$ cat src/logic/stxl_pkg.sv
package stxl_pkg;

    // =========================================================================
    // Geometry
    // =========================================================================
    localparam int NUM_INST = 16;
    localparam int INST_W = 4;
    localparam int LANE_W = 4;
    localparam int LANES = 16;
    localparam int VOLT_W = 5;
    localparam int DEEMPH_W = 3;

    // =========================================================================
    // Register map (byte addresses)
    // =========================================================================
    localparam logic [11:0] TXLC_BASE = 12'h000;
    localparam logic [11:0] SDCTL_ADDR = 12'h040;
    localparam logic [11:0] LANECFG_ADDR = 12'h044;
    localparam logic [11:0] ADDR_MASK = 12'hFFF;

    // =========================================================================
    // Lane level control field layout
    // =========================================================================
    localparam int VOLT_R1_LSB = 0;
    localparam int DE35_R1_LSB = 5;
    localparam int VOLT35_R2_LSB = 8;
    localparam int DE35_R2_LSB = 13;
    localparam int VOLT60_R2_LSB = 16;
    localparam logic [31:0] TXLC_RW_MASK = 32'h001FFFFF;

    // =========================================================================
    // Reset values
    // =========================================================================
    localparam logic [4:0] VOLT_R1_RST = 5'h11;
    localparam logic [2:0] DE35_R1_RST = 3'h4;
    localparam logic [4:0] VOLT35_R2_RST = 5'h17;
    localparam logic [2:0] DE35_R2_RST = 3'h4;
    localparam logic [4:0] VOLT60_R2_RST = 5'h13;
    localparam logic [2:0] DE60_R2_DEFAULT = 3'h2;

    // =========================================================================
    // Companion control layout
    // =========================================================================
    localparam int LANE_SELECTOR_LSB = 0;
    localparam int CFG_RATE2_LSB = 0;
    localparam int CFG_DE60_LSB = 16;

endpackage : stxl_pkg

$ cat src/logic/stxl_bank.sv
// Summary of operation
// - Sixteen lane copies, indexed zero to fifteen.
// - Bits 4:0 rate-one voltage, reset 0x11.
// - Bits 7:5 rate-one fine de-emphasis, reset 0x4.
// - Bits 12:8 rate-two -3.5 dB voltage, reset 0x17.
// - Bits 15:13 rate-two -3.5 dB de-emphasis, reset 0x4.
// - Bits 20:16 rate-two -6.0 dB voltage, reset 0x13.
// - Low swing ignores both fine de-emphasis codes.
// - Voltage codes pass unchanged to driver.
// - Writes reach only lane_selector chosen lane.
// - Every lane keeps its level codes across ordinary resets; its rate two, -6.0 dB and low swing bits clear.
// - Low swing exactly when low_swing_enable is one.
//
// Local design decisions: the placing of the registers and the APB interface to the registers.
`timescale 1ns/10ps
`default_nettype none

module stxl_bank (
    // Clock and power-on reset
    input wire logic pclk,
    input wire logic presetn,
    // Ordinary (hot) reset; sticky fields ignore it
    input wire logic soft_rst_n,
    // APB slave
    input wire logic psel,
    input wire logic penable,
    input wire logic pwrite,
    input wire logic [11:0] paddr,
    input wire logic [31:0] pwdata,
    output logic [31:0] prdata,
    output logic pready,
    output logic pslverr,
    // Per-lane driver codes
    output logic [79:0] drv_volt,
    output logic [47:0] drv_deemph
);

    // =========================================================================
    // Storage
    // =========================================================================
    logic [4:0] volt_r1_r [16];
    logic [2:0] de35_r1_r [16];
    logic [4:0] volt35_r2_r [16];
    logic [2:0] de35_r2_r [16];
    logic [4:0] volt60_r2_r [16];
    logic [4:0] volt_r1_nxt [16];
    logic [2:0] de35_r1_nxt [16];
    logic [4:0] volt35_r2_nxt [16];
    logic [2:0] de35_r2_nxt [16];
    logic [4:0] volt60_r2_nxt [16];
    logic [3:0] lane_selector_r, lane_selector_nxt;
    logic [15:0] rate2_r, rate2_nxt;
    logic [15:0] de60_r, de60_nxt;
    logic [15:0] low_swing_enable_r, low_swing_enable_nxt;
    logic [31:0] prdata_r, prdata_nxt;
    logic pready_r, pready_nxt;
    logic pslverr_r, pslverr_nxt;
    logic [79:0] drv_volt_r, drv_volt_nxt;
    logic [47:0] drv_deemph_r, drv_deemph_nxt;

    function automatic logic is_txlc(input logic [11:0] a);
        is_txlc = (a[11:6] == stxl_pkg::TXLC_BASE[11:6]) && (a[1:0] == 2'h0);
    endfunction : is_txlc

    logic access, wr;
    logic [3:0] idx;
    assign access = psel && penable && !pready_r;
    assign wr = access && pwrite;
    assign idx = paddr[5:2];

    // =========================================================================
    // Next-state
    // =========================================================================
    always_comb begin
        volt_r1_nxt = volt_r1_r;
        de35_r1_nxt = de35_r1_r;
        volt35_r2_nxt = volt35_r2_r;
        de35_r2_nxt = de35_r2_r;
        volt60_r2_nxt = volt60_r2_r;
        lane_selector_nxt = lane_selector_r;
        rate2_nxt = rate2_r;
        de60_nxt = de60_r;
        low_swing_enable_nxt = low_swing_enable_r;
        prdata_nxt = prdata_r;
        pready_nxt = access;
        pslverr_nxt = 1'b0;
        if (access) begin
            prdata_nxt = 32'h00000000;
            if (is_txlc(paddr)) begin
                // Address index picks the instance; its lane is lane_selector.
                if (wr && (idx == lane_selector_r)) begin
                    volt_r1_nxt[idx] = pwdata[stxl_pkg::VOLT_R1_LSB +: 5];
                    de35_r1_nxt[idx] = pwdata[stxl_pkg::DE35_R1_LSB +: 3];
                    volt35_r2_nxt[idx] = pwdata[stxl_pkg::VOLT35_R2_LSB +: 5];
                    de35_r2_nxt[idx] = pwdata[stxl_pkg::DE35_R2_LSB +: 3];
                    volt60_r2_nxt[idx] = pwdata[stxl_pkg::VOLT60_R2_LSB +: 5];
                end
                prdata_nxt = {11'h000, volt60_r2_r[idx], de35_r2_r[idx], volt35_r2_r[idx],
                              de35_r1_r[idx], volt_r1_r[idx]};
            end else if (paddr == stxl_pkg::SDCTL_ADDR) begin
                if (wr) begin
                    lane_selector_nxt = pwdata[stxl_pkg::LANE_SELECTOR_LSB +: 4];
                end
                prdata_nxt = {28'h0000000, lane_selector_r};
            end else if (paddr == stxl_pkg::LANECFG_ADDR) begin
                // Per lane: rate two, -6.0 dB select, low_swing_enable. Selected lane only.
                if (wr) begin
                    rate2_nxt[lane_selector_r] = pwdata[stxl_pkg::CFG_RATE2_LSB];
                    de60_nxt[lane_selector_r] = pwdata[stxl_pkg::CFG_RATE2_LSB + 1];
                    low_swing_enable_nxt[lane_selector_r] = pwdata[stxl_pkg::CFG_RATE2_LSB + 2];
                end
                prdata_nxt = {29'h00000000, low_swing_enable_r[lane_selector_r],
                              de60_r[lane_selector_r], rate2_r[lane_selector_r]};
            end else begin
                pslverr_nxt = 1'b1;
            end
        end
    end

    // Driver selection; low swing voltages are outside this bank, so full-swing codes stand in.
    always_comb begin
        for (int i = 0; i < stxl_pkg::LANES; i++) begin
            if (!rate2_r[i]) begin
                drv_volt_nxt[i*5 +: 5] = volt_r1_r[i];
                drv_deemph_nxt[i*3 +: 3] = de35_r1_r[i];
            end else if (de60_r[i]) begin
                drv_volt_nxt[i*5 +: 5] = volt60_r2_r[i];
                drv_deemph_nxt[i*3 +: 3] = stxl_pkg::DE60_R2_DEFAULT;
            end else begin
                drv_volt_nxt[i*5 +: 5] = volt35_r2_r[i];
                drv_deemph_nxt[i*3 +: 3] = de35_r2_r[i];
            end
            if (low_swing_enable_r[i]) begin
                drv_deemph_nxt[i*3 +: 3] = 3'h0;
            end
        end
    end

    // =========================================================================
    // Registers: only power-on reset loads the lane code reset values; soft_rst_n also clears selector and lane config.
    // =========================================================================
    always_ff @(posedge pclk or negedge presetn) begin
        if (!presetn) begin
            for (int i = 0; i < stxl_pkg::NUM_INST; i++) begin
                volt_r1_r[i] <= stxl_pkg::VOLT_R1_RST;
                de35_r1_r[i] <= stxl_pkg::DE35_R1_RST;
                volt35_r2_r[i] <= stxl_pkg::VOLT35_R2_RST;
                de35_r2_r[i] <= stxl_pkg::DE35_R2_RST;
                volt60_r2_r[i] <= stxl_pkg::VOLT60_R2_RST;
            end
            lane_selector_r <= 4'h0;
            rate2_r <= 16'h0000;
            de60_r <= 16'h0000;
            low_swing_enable_r <= 16'h0000;
            prdata_r <= 32'h00000000;
            pready_r <= 1'b0;
            pslverr_r <= 1'b0;
            drv_volt_r <= 80'h0;
            drv_deemph_r <= 48'h0;
        end else begin
            volt_r1_r <= volt_r1_nxt;
            de35_r1_r <= de35_r1_nxt;
            volt35_r2_r <= volt35_r2_nxt;
            de35_r2_r <= de35_r2_nxt;
            volt60_r2_r <= volt60_r2_nxt;
            lane_selector_r <= soft_rst_n ? lane_selector_nxt : 4'h0;
            rate2_r <= soft_rst_n ? rate2_nxt : 16'h0000;
            de60_r <= soft_rst_n ? de60_nxt : 16'h0000;
            low_swing_enable_r <= soft_rst_n ? low_swing_enable_nxt : 16'h0000;
            prdata_r <= prdata_nxt;
            pready_r <= pready_nxt;
            pslverr_r <= pslverr_nxt;
            drv_volt_r <= drv_volt_nxt;
            drv_deemph_r <= drv_deemph_nxt;
        end
    end

    assign prdata = prdata_r;
    assign pready = pready_r;
    assign pslverr = pslverr_r;
    assign drv_volt = drv_volt_r;
    assign drv_deemph = drv_deemph_r;

endmodule : stxl_bank

`default_nettype wire

$ cat config.mk
export PLATFORM = sky130hd
export DESIGN_NAME = stxl_bank
export DESIGN_NICKNAME = d
export VERILOG_FILES = /design/src/logic/stxl_pkg.sv /design/src/logic/stxl_bank.sv
export SDC_FILE = /design/constraint.sdc
export NUM_CORES = 1
export LEC_CHECK = 0
export ABC_CLOCK_PERIOD_IN_PS = 6000
export CAP_MARGIN = 20
export CORE_MARGIN = 2
export CORE_UTILIZATION = 59
export CTS_CLUSTER_DIAMETER = 200
export CTS_CLUSTER_SIZE = 20
export DETAILED_ROUTE_END_ITERATION = 16
export DONT_BUFFER_PORTS = 1
export GPL_ROUTABILITY_DRIVEN = 0
export GPL_TIMING_DRIVEN = 0
export PLACE_DENSITY = 0.75
export REMOVE_ABC_BUFFERS = 1
export SLEW_MARGIN = 40
export SYNTH_ARGS = -nofsm -noshare
export SYNTH_HDL_FRONTEND = slang
export SYNTH_SLANG_ARGS = --single-unit
$ cat constraint.sdc
create_clock -name pclk -period 6 [get_ports pclk]
set_clock_uncertainty 0.15 [all_clocks]
set_input_delay 1.5 -clock pclk [delete_from_list [all_inputs] [get_ports pclk]]
set_output_delay 1.5 -clock pclk [all_outputs]
set_load 0.01 [all_outputs]
; Word level (Yosys, flattened, before mapping)
; Index checks and enable logic that the tools add are counted.
; Widths: inputs -> output; s select.
[op_classes]
order_cmp = 4
n_eq_ne = 9
mux = 145
bitwise_logic = 1
reduce_logical = 13
[ops]
columns = operator, count
row1 = $mux 16, 18
row2 = $bwmux 80, 3
row3 = $mux 5, 39
row4 = $mux 3, 54
row5 = $bwmux 48, 2
row6 = $bmux 5 s4, 3
row7 = $bwmux 16, 3
row8 = $bmux 3 s4, 2
row9 = $eq 12x7->1 const B, 2
row10 = $mux 4, 6
row11 = $mux 21, 1
row12 = $demux 5 s4, 1
row13 = $bmux 1 s4, 3
row14 = $demux 3 s4, 1
row15 = $mux 1, 8
row16 = $ne 2x1->1 const B, 4
row17 = $logic_and 1x1->1, 7
row18 = $logic_not 6->1, 1
row19 = $ge 5x5->1 const B, 1
row20 = $lt 4x5->1 const B, 1
row21 = $lt 5x1->1 const B, 1
row22 = $not 4->5, 1
row23 = $reduce_and 5->1, 1
row24 = $demux 1 s4, 1
row25 = 7 further kinds, 8
[word_totals]
ff_bits = 550
in_bits = 50
out_inout_bits = 162

; Longest topological paths before layout
[depth]
depth_word = 11
mapped_depth = 9
depth_no_buf = 6

; Worst setup path before layout
; No wires, ideal clock.
[synth_path]
path_kind = input to register
startpoint = input paddr[10]
endpoint = register de35_r1_r[15] in the netlist's numbering
setup_ns = 0.125
arrival_time_ns = 3.352
t_required_ns = 5.725
setup_slack_ns = 2.373
stages = 7
path_cell_list = or4_4 > nor3_4 > and4b_1 > buf_2 > and3_1 > buf_6 > mux2_2
[synth_between]
elab_chain_len = 3
[synth_lines]
columns = item, line_no
row1 = start: declaration, stxl_bank.sv:28  ; input wire logic [11:0] paddr,
row2 = $logic_not 6->1, stxl_bank.sv:62  ; is_txlc = (a[11:6] == stxl_pkg::TXLC_BASE[11:6]) && (a[1:0] == 2'h0);
row3 = $logic_and 1x1->1, stxl_bank.sv:62
row4 = $reduce_and 3->1 (no source line), n/a
row5 = end signal: indexed assignment, stxl_bank.sv:146  ; de35_r1_r[i] <= stxl_pkg::DE35_R1_RST;
row6 = end signal: assignment, stxl_bank.sv:162  ; de35_r1_r <= de35_r1_nxt;
row7 = end: declaration, stxl_bank.sv:42  ; logic [2:0] de35_r1_r [16];
; No other way between the ends.
; A chain may end at the register's enable or synchronous reset.

; Worst setup path after layout
[layout_path]
startpoint = input penable
endpoint = register volt35_r2_r[58] in the netlist's numbering
[layout_between]
elab_chain_len = 5
[layout_lines]
columns = item, line_no
row1 = start: declaration, stxl_bank.sv:26  ; input wire logic penable,
row2 = $logic_and 1x1->1 (*) (2 in a row), stxl_bank.sv:67  ; assign access = psel && penable && !pready_r;
row3 = named net access, stxl_bank.sv:65  ; logic access, wr;
row4 = $logic_and 1x1->1, stxl_bank.sv:68  ; assign wr = access && pwrite;
row5 = $logic_and 1x1->1, stxl_bank.sv:91  ; if (wr && (idx == lane_selector_r)) begin
row6 = $reduce_and 3->1 (no source line) (*), n/a
row7 = end signal: indexed assignment, stxl_bank.sv:147  ; volt35_r2_r[i] <= stxl_pkg::VOLT35_R2_RST;
row8 = end signal: assignment, stxl_bank.sv:163  ; volt35_r2_r <= volt35_r2_nxt;
row9 = end: declaration, stxl_bank.sv:43  ; logic [4:0] volt35_r2_r [16];
; Mark *: on every way through the listed nets, which the timed path passes. The rest lies on a longest branch.

==> reports/summary.txt <==
first-pass GRT wire length: 97.0 mm
RSZ-0062 raised after global routing: false
die height: 209 um
PD cells: 229 mW/mm^2
layout cell share with drive strength beyond 1: 38.8%
Pleak: 0.0113 uW
drc violations: 0
setup bufs post-CTS: 0
Final Hold Fails: 0
synth-to-layout area growth: 3.05%
Die X: 209 um
CTS Root Cell: clkbuf_16
register area: 0.0137 mm^2
period utilization: 71.0%
H-tree lvl count: 1
final-report max-slew violation count: 211
status: finished, violations left
post-layout minimum cycle time: 4.26 ns
Worst setup EP type: flop
TNS Setup: 0 ns
synthesized area per cell: 13.7 um^2
via count: 14907
Iteration-0 DRC Markers: 1363
footprint of the multi-input gates: 0.0104 mm^2
Netlist cell types: 45
Peak VDD IR: 0.000172 V
cell taking the most area after synthesis: dfrtp_1
Via density: 6.62
fin nets: 1738
WP data required: 6.34 ns
clock sinks: 539
Post-DP HPWL: 41.3 mm
Clock transition at path regs: 0.08 ns
DP Area: 0.0248 mm^2
register bit count reported by yosys: 539
CORE AREA: 0.0419 mm^2
CTS buffer count: 30
Worst setup SP type: input pin
register area share after synthesis: 55.0%
asr flop ratio synth: 100%
CTS tree: done
GRT Overall Usage: 30.1%
io pins: 212
Yosys top cell area share: 36.5%
Port-buffer cells: 0
DR pass1 iterations: 6
Hold Path Class: reg2reg
initial core utilization: 59.5%
Routed Antenna Nets: 0
Fillers: 3209
# resized after CTS: 0
flop-to-flop setup slack: 2.10 ns
Max-Cap Viols: 0
Synth Flop Type: dfrtp_1
via count of the first global-routing pass: 14913
largest net degree at the start of global routing: 540
WS Path Type: in2reg
Synth Warn #: 0
Row Count: 75
Cell Area, Synth: 0.0249 mm^2
Clock Tree Buf Depth: 3
routed wire length: 65.8 mm
count of final setup violators: 0
Hold-fix buffers, CTS: 0
Slew @ Worst Pin: 2.01 ns
Worst Path Max Fanout: 21
Highest Clock Rate: 235 MHz
Arr. time, crit path: 4.60 ns
antenna violations before repair: 2
total congestion overflow: 0
Post-synth EDFFs: 0
Tot Pwr: 5870 uW
cell count after synthesis: 1815
worst skew pair latency: 0.61 ns
die area: 0.0439 mm^2
cell area after layout: 0.0257 mm^2
failing checks: slew limit
top cells by area, synth: dfrtp_1 (36%), dfstp_2 (19%), mux2_2 (15%)
Max-slew headroom: -34.1%
wire per inst: 29.2 um
==> metrics by stage <==
stage	hold WS, ns	utilization (%)	worst slack, ns	cells
after CTS	0.381	61.3	1.85	2250
after floorplan	0.305	-	1.72	1654
after detailed placement	0.361	59.2	1.21	2194
final	0.379	61.3	1.74	2252
after global routing	0.397	61.3	1.59	2251
after global placement	0.349	59.1	0.703	2193
==> synth_stat cells (21+ instances only) <==
master and instances:
mux2_2 334, clkbuf_1 101, dfstp_2 176, buf_2 28
a211oi_1 21, nand3b_1 29, nand2_1 31, nor2_1 122
nor2b_1 67, a21oi_1 118, dfrtp_1 363, nand2b_1 28
mux2i_1 134, mux4_2 95
==> where the power goes <==
group | switching [uW] | internal, uW | total (uW)
clock | 1180 | 976 | 2160
combinational | 24.3 | 36.2 | 60.5
sequential | 10.0 | 3640 | 3650
==> registers in the layout (all words and copies together), names as in the netlist, 21 cells and up <==
register	count
prdata	21
de35_r1_r	48
drv_deemph	48
volt35_r2_r	80
de35_r2_r	48
volt60_r2_r	80
drv_volt	80
volt_r1_r	80
==> worst max-delay path, stage by stage <==
cell and delay (ns):
nand3b_1 0.30, buf_4 0.33, inv_2 0.18, and2_1 0.56
and4b_1 0.60, nand3b_2 0.62, mux2_2 0.49
==> per-layer routing <==
metal  vias to the layer above  wire length (um)  GRT usage [%]
met5                         -                 0              0
met2                       618             30600           47.0
met3                       115              6400           7.89
met4                         0              2750           10.9
met1                      7900             26100           41.3
li1                       6274                 -              -
==> layout by cell type, fill, tap and decap left out, drive strengths merged <==
cell type	count
a21oi	118
and2	5
buf	2
o21ai	19
or3	2
and4b	1
nor2b	67
or4	3
clkbuf	56
nand3	2
a31oi	3
xor2	4
dfstp	176
a311oi	1
nand3b	31
dfrtp	363
inv	3
a211oi	21
or2	1
conb	11
a221oi	19
nor2	122
nand4	17
and3	7
nor4b	1
mux2	337
nand2b	28
nor3	3
nand2	31
mux4	95
mux2i	134
a22o	19
and4	1
a22oi	6
nor4	3
diode	1
==> kinds of logic (layout without fill, tap and decap cells) <==
group,count (synthesis),in the layout,synth area share (%)
flops,539,539,55.0
mux,566,566,29.2
buf+inv,174,61,3.61
other cells,1,12,0.0151
simple gates,325,325,7.00
xor+xnor,4,4,0.141
compound gates,206,206,5.01
==> final timing paths <==
kind / start / to / cells after the start
setup reg to reg: pready / volt35_r2_r[58] / 7
hold reg to reg: de35_r1_r[36] / de35_r1_r[36] / 1
max in group asynchronous: presetn / lane_selector_r[0] / 0
hold / removal: de35_r1_r[36] / de35_r1_r[36] / 1
min in group asynchronous: presetn / drv_deemph[25] / 0
setup / recovery: penable / volt35_r2_r[58] / 7
==> final cells by class <==
cell class              count  area share [%]
multi-input cells        1112            40.5
repair buffers              2          0.0585
diodes                      1         0.00975
clock buffers              56            3.39
flip-flops and latches    539            53.4
well taps                 539            2.63
inverters                   3          0.0439
No activity file was read; power rests on OpenSTA's default activity.
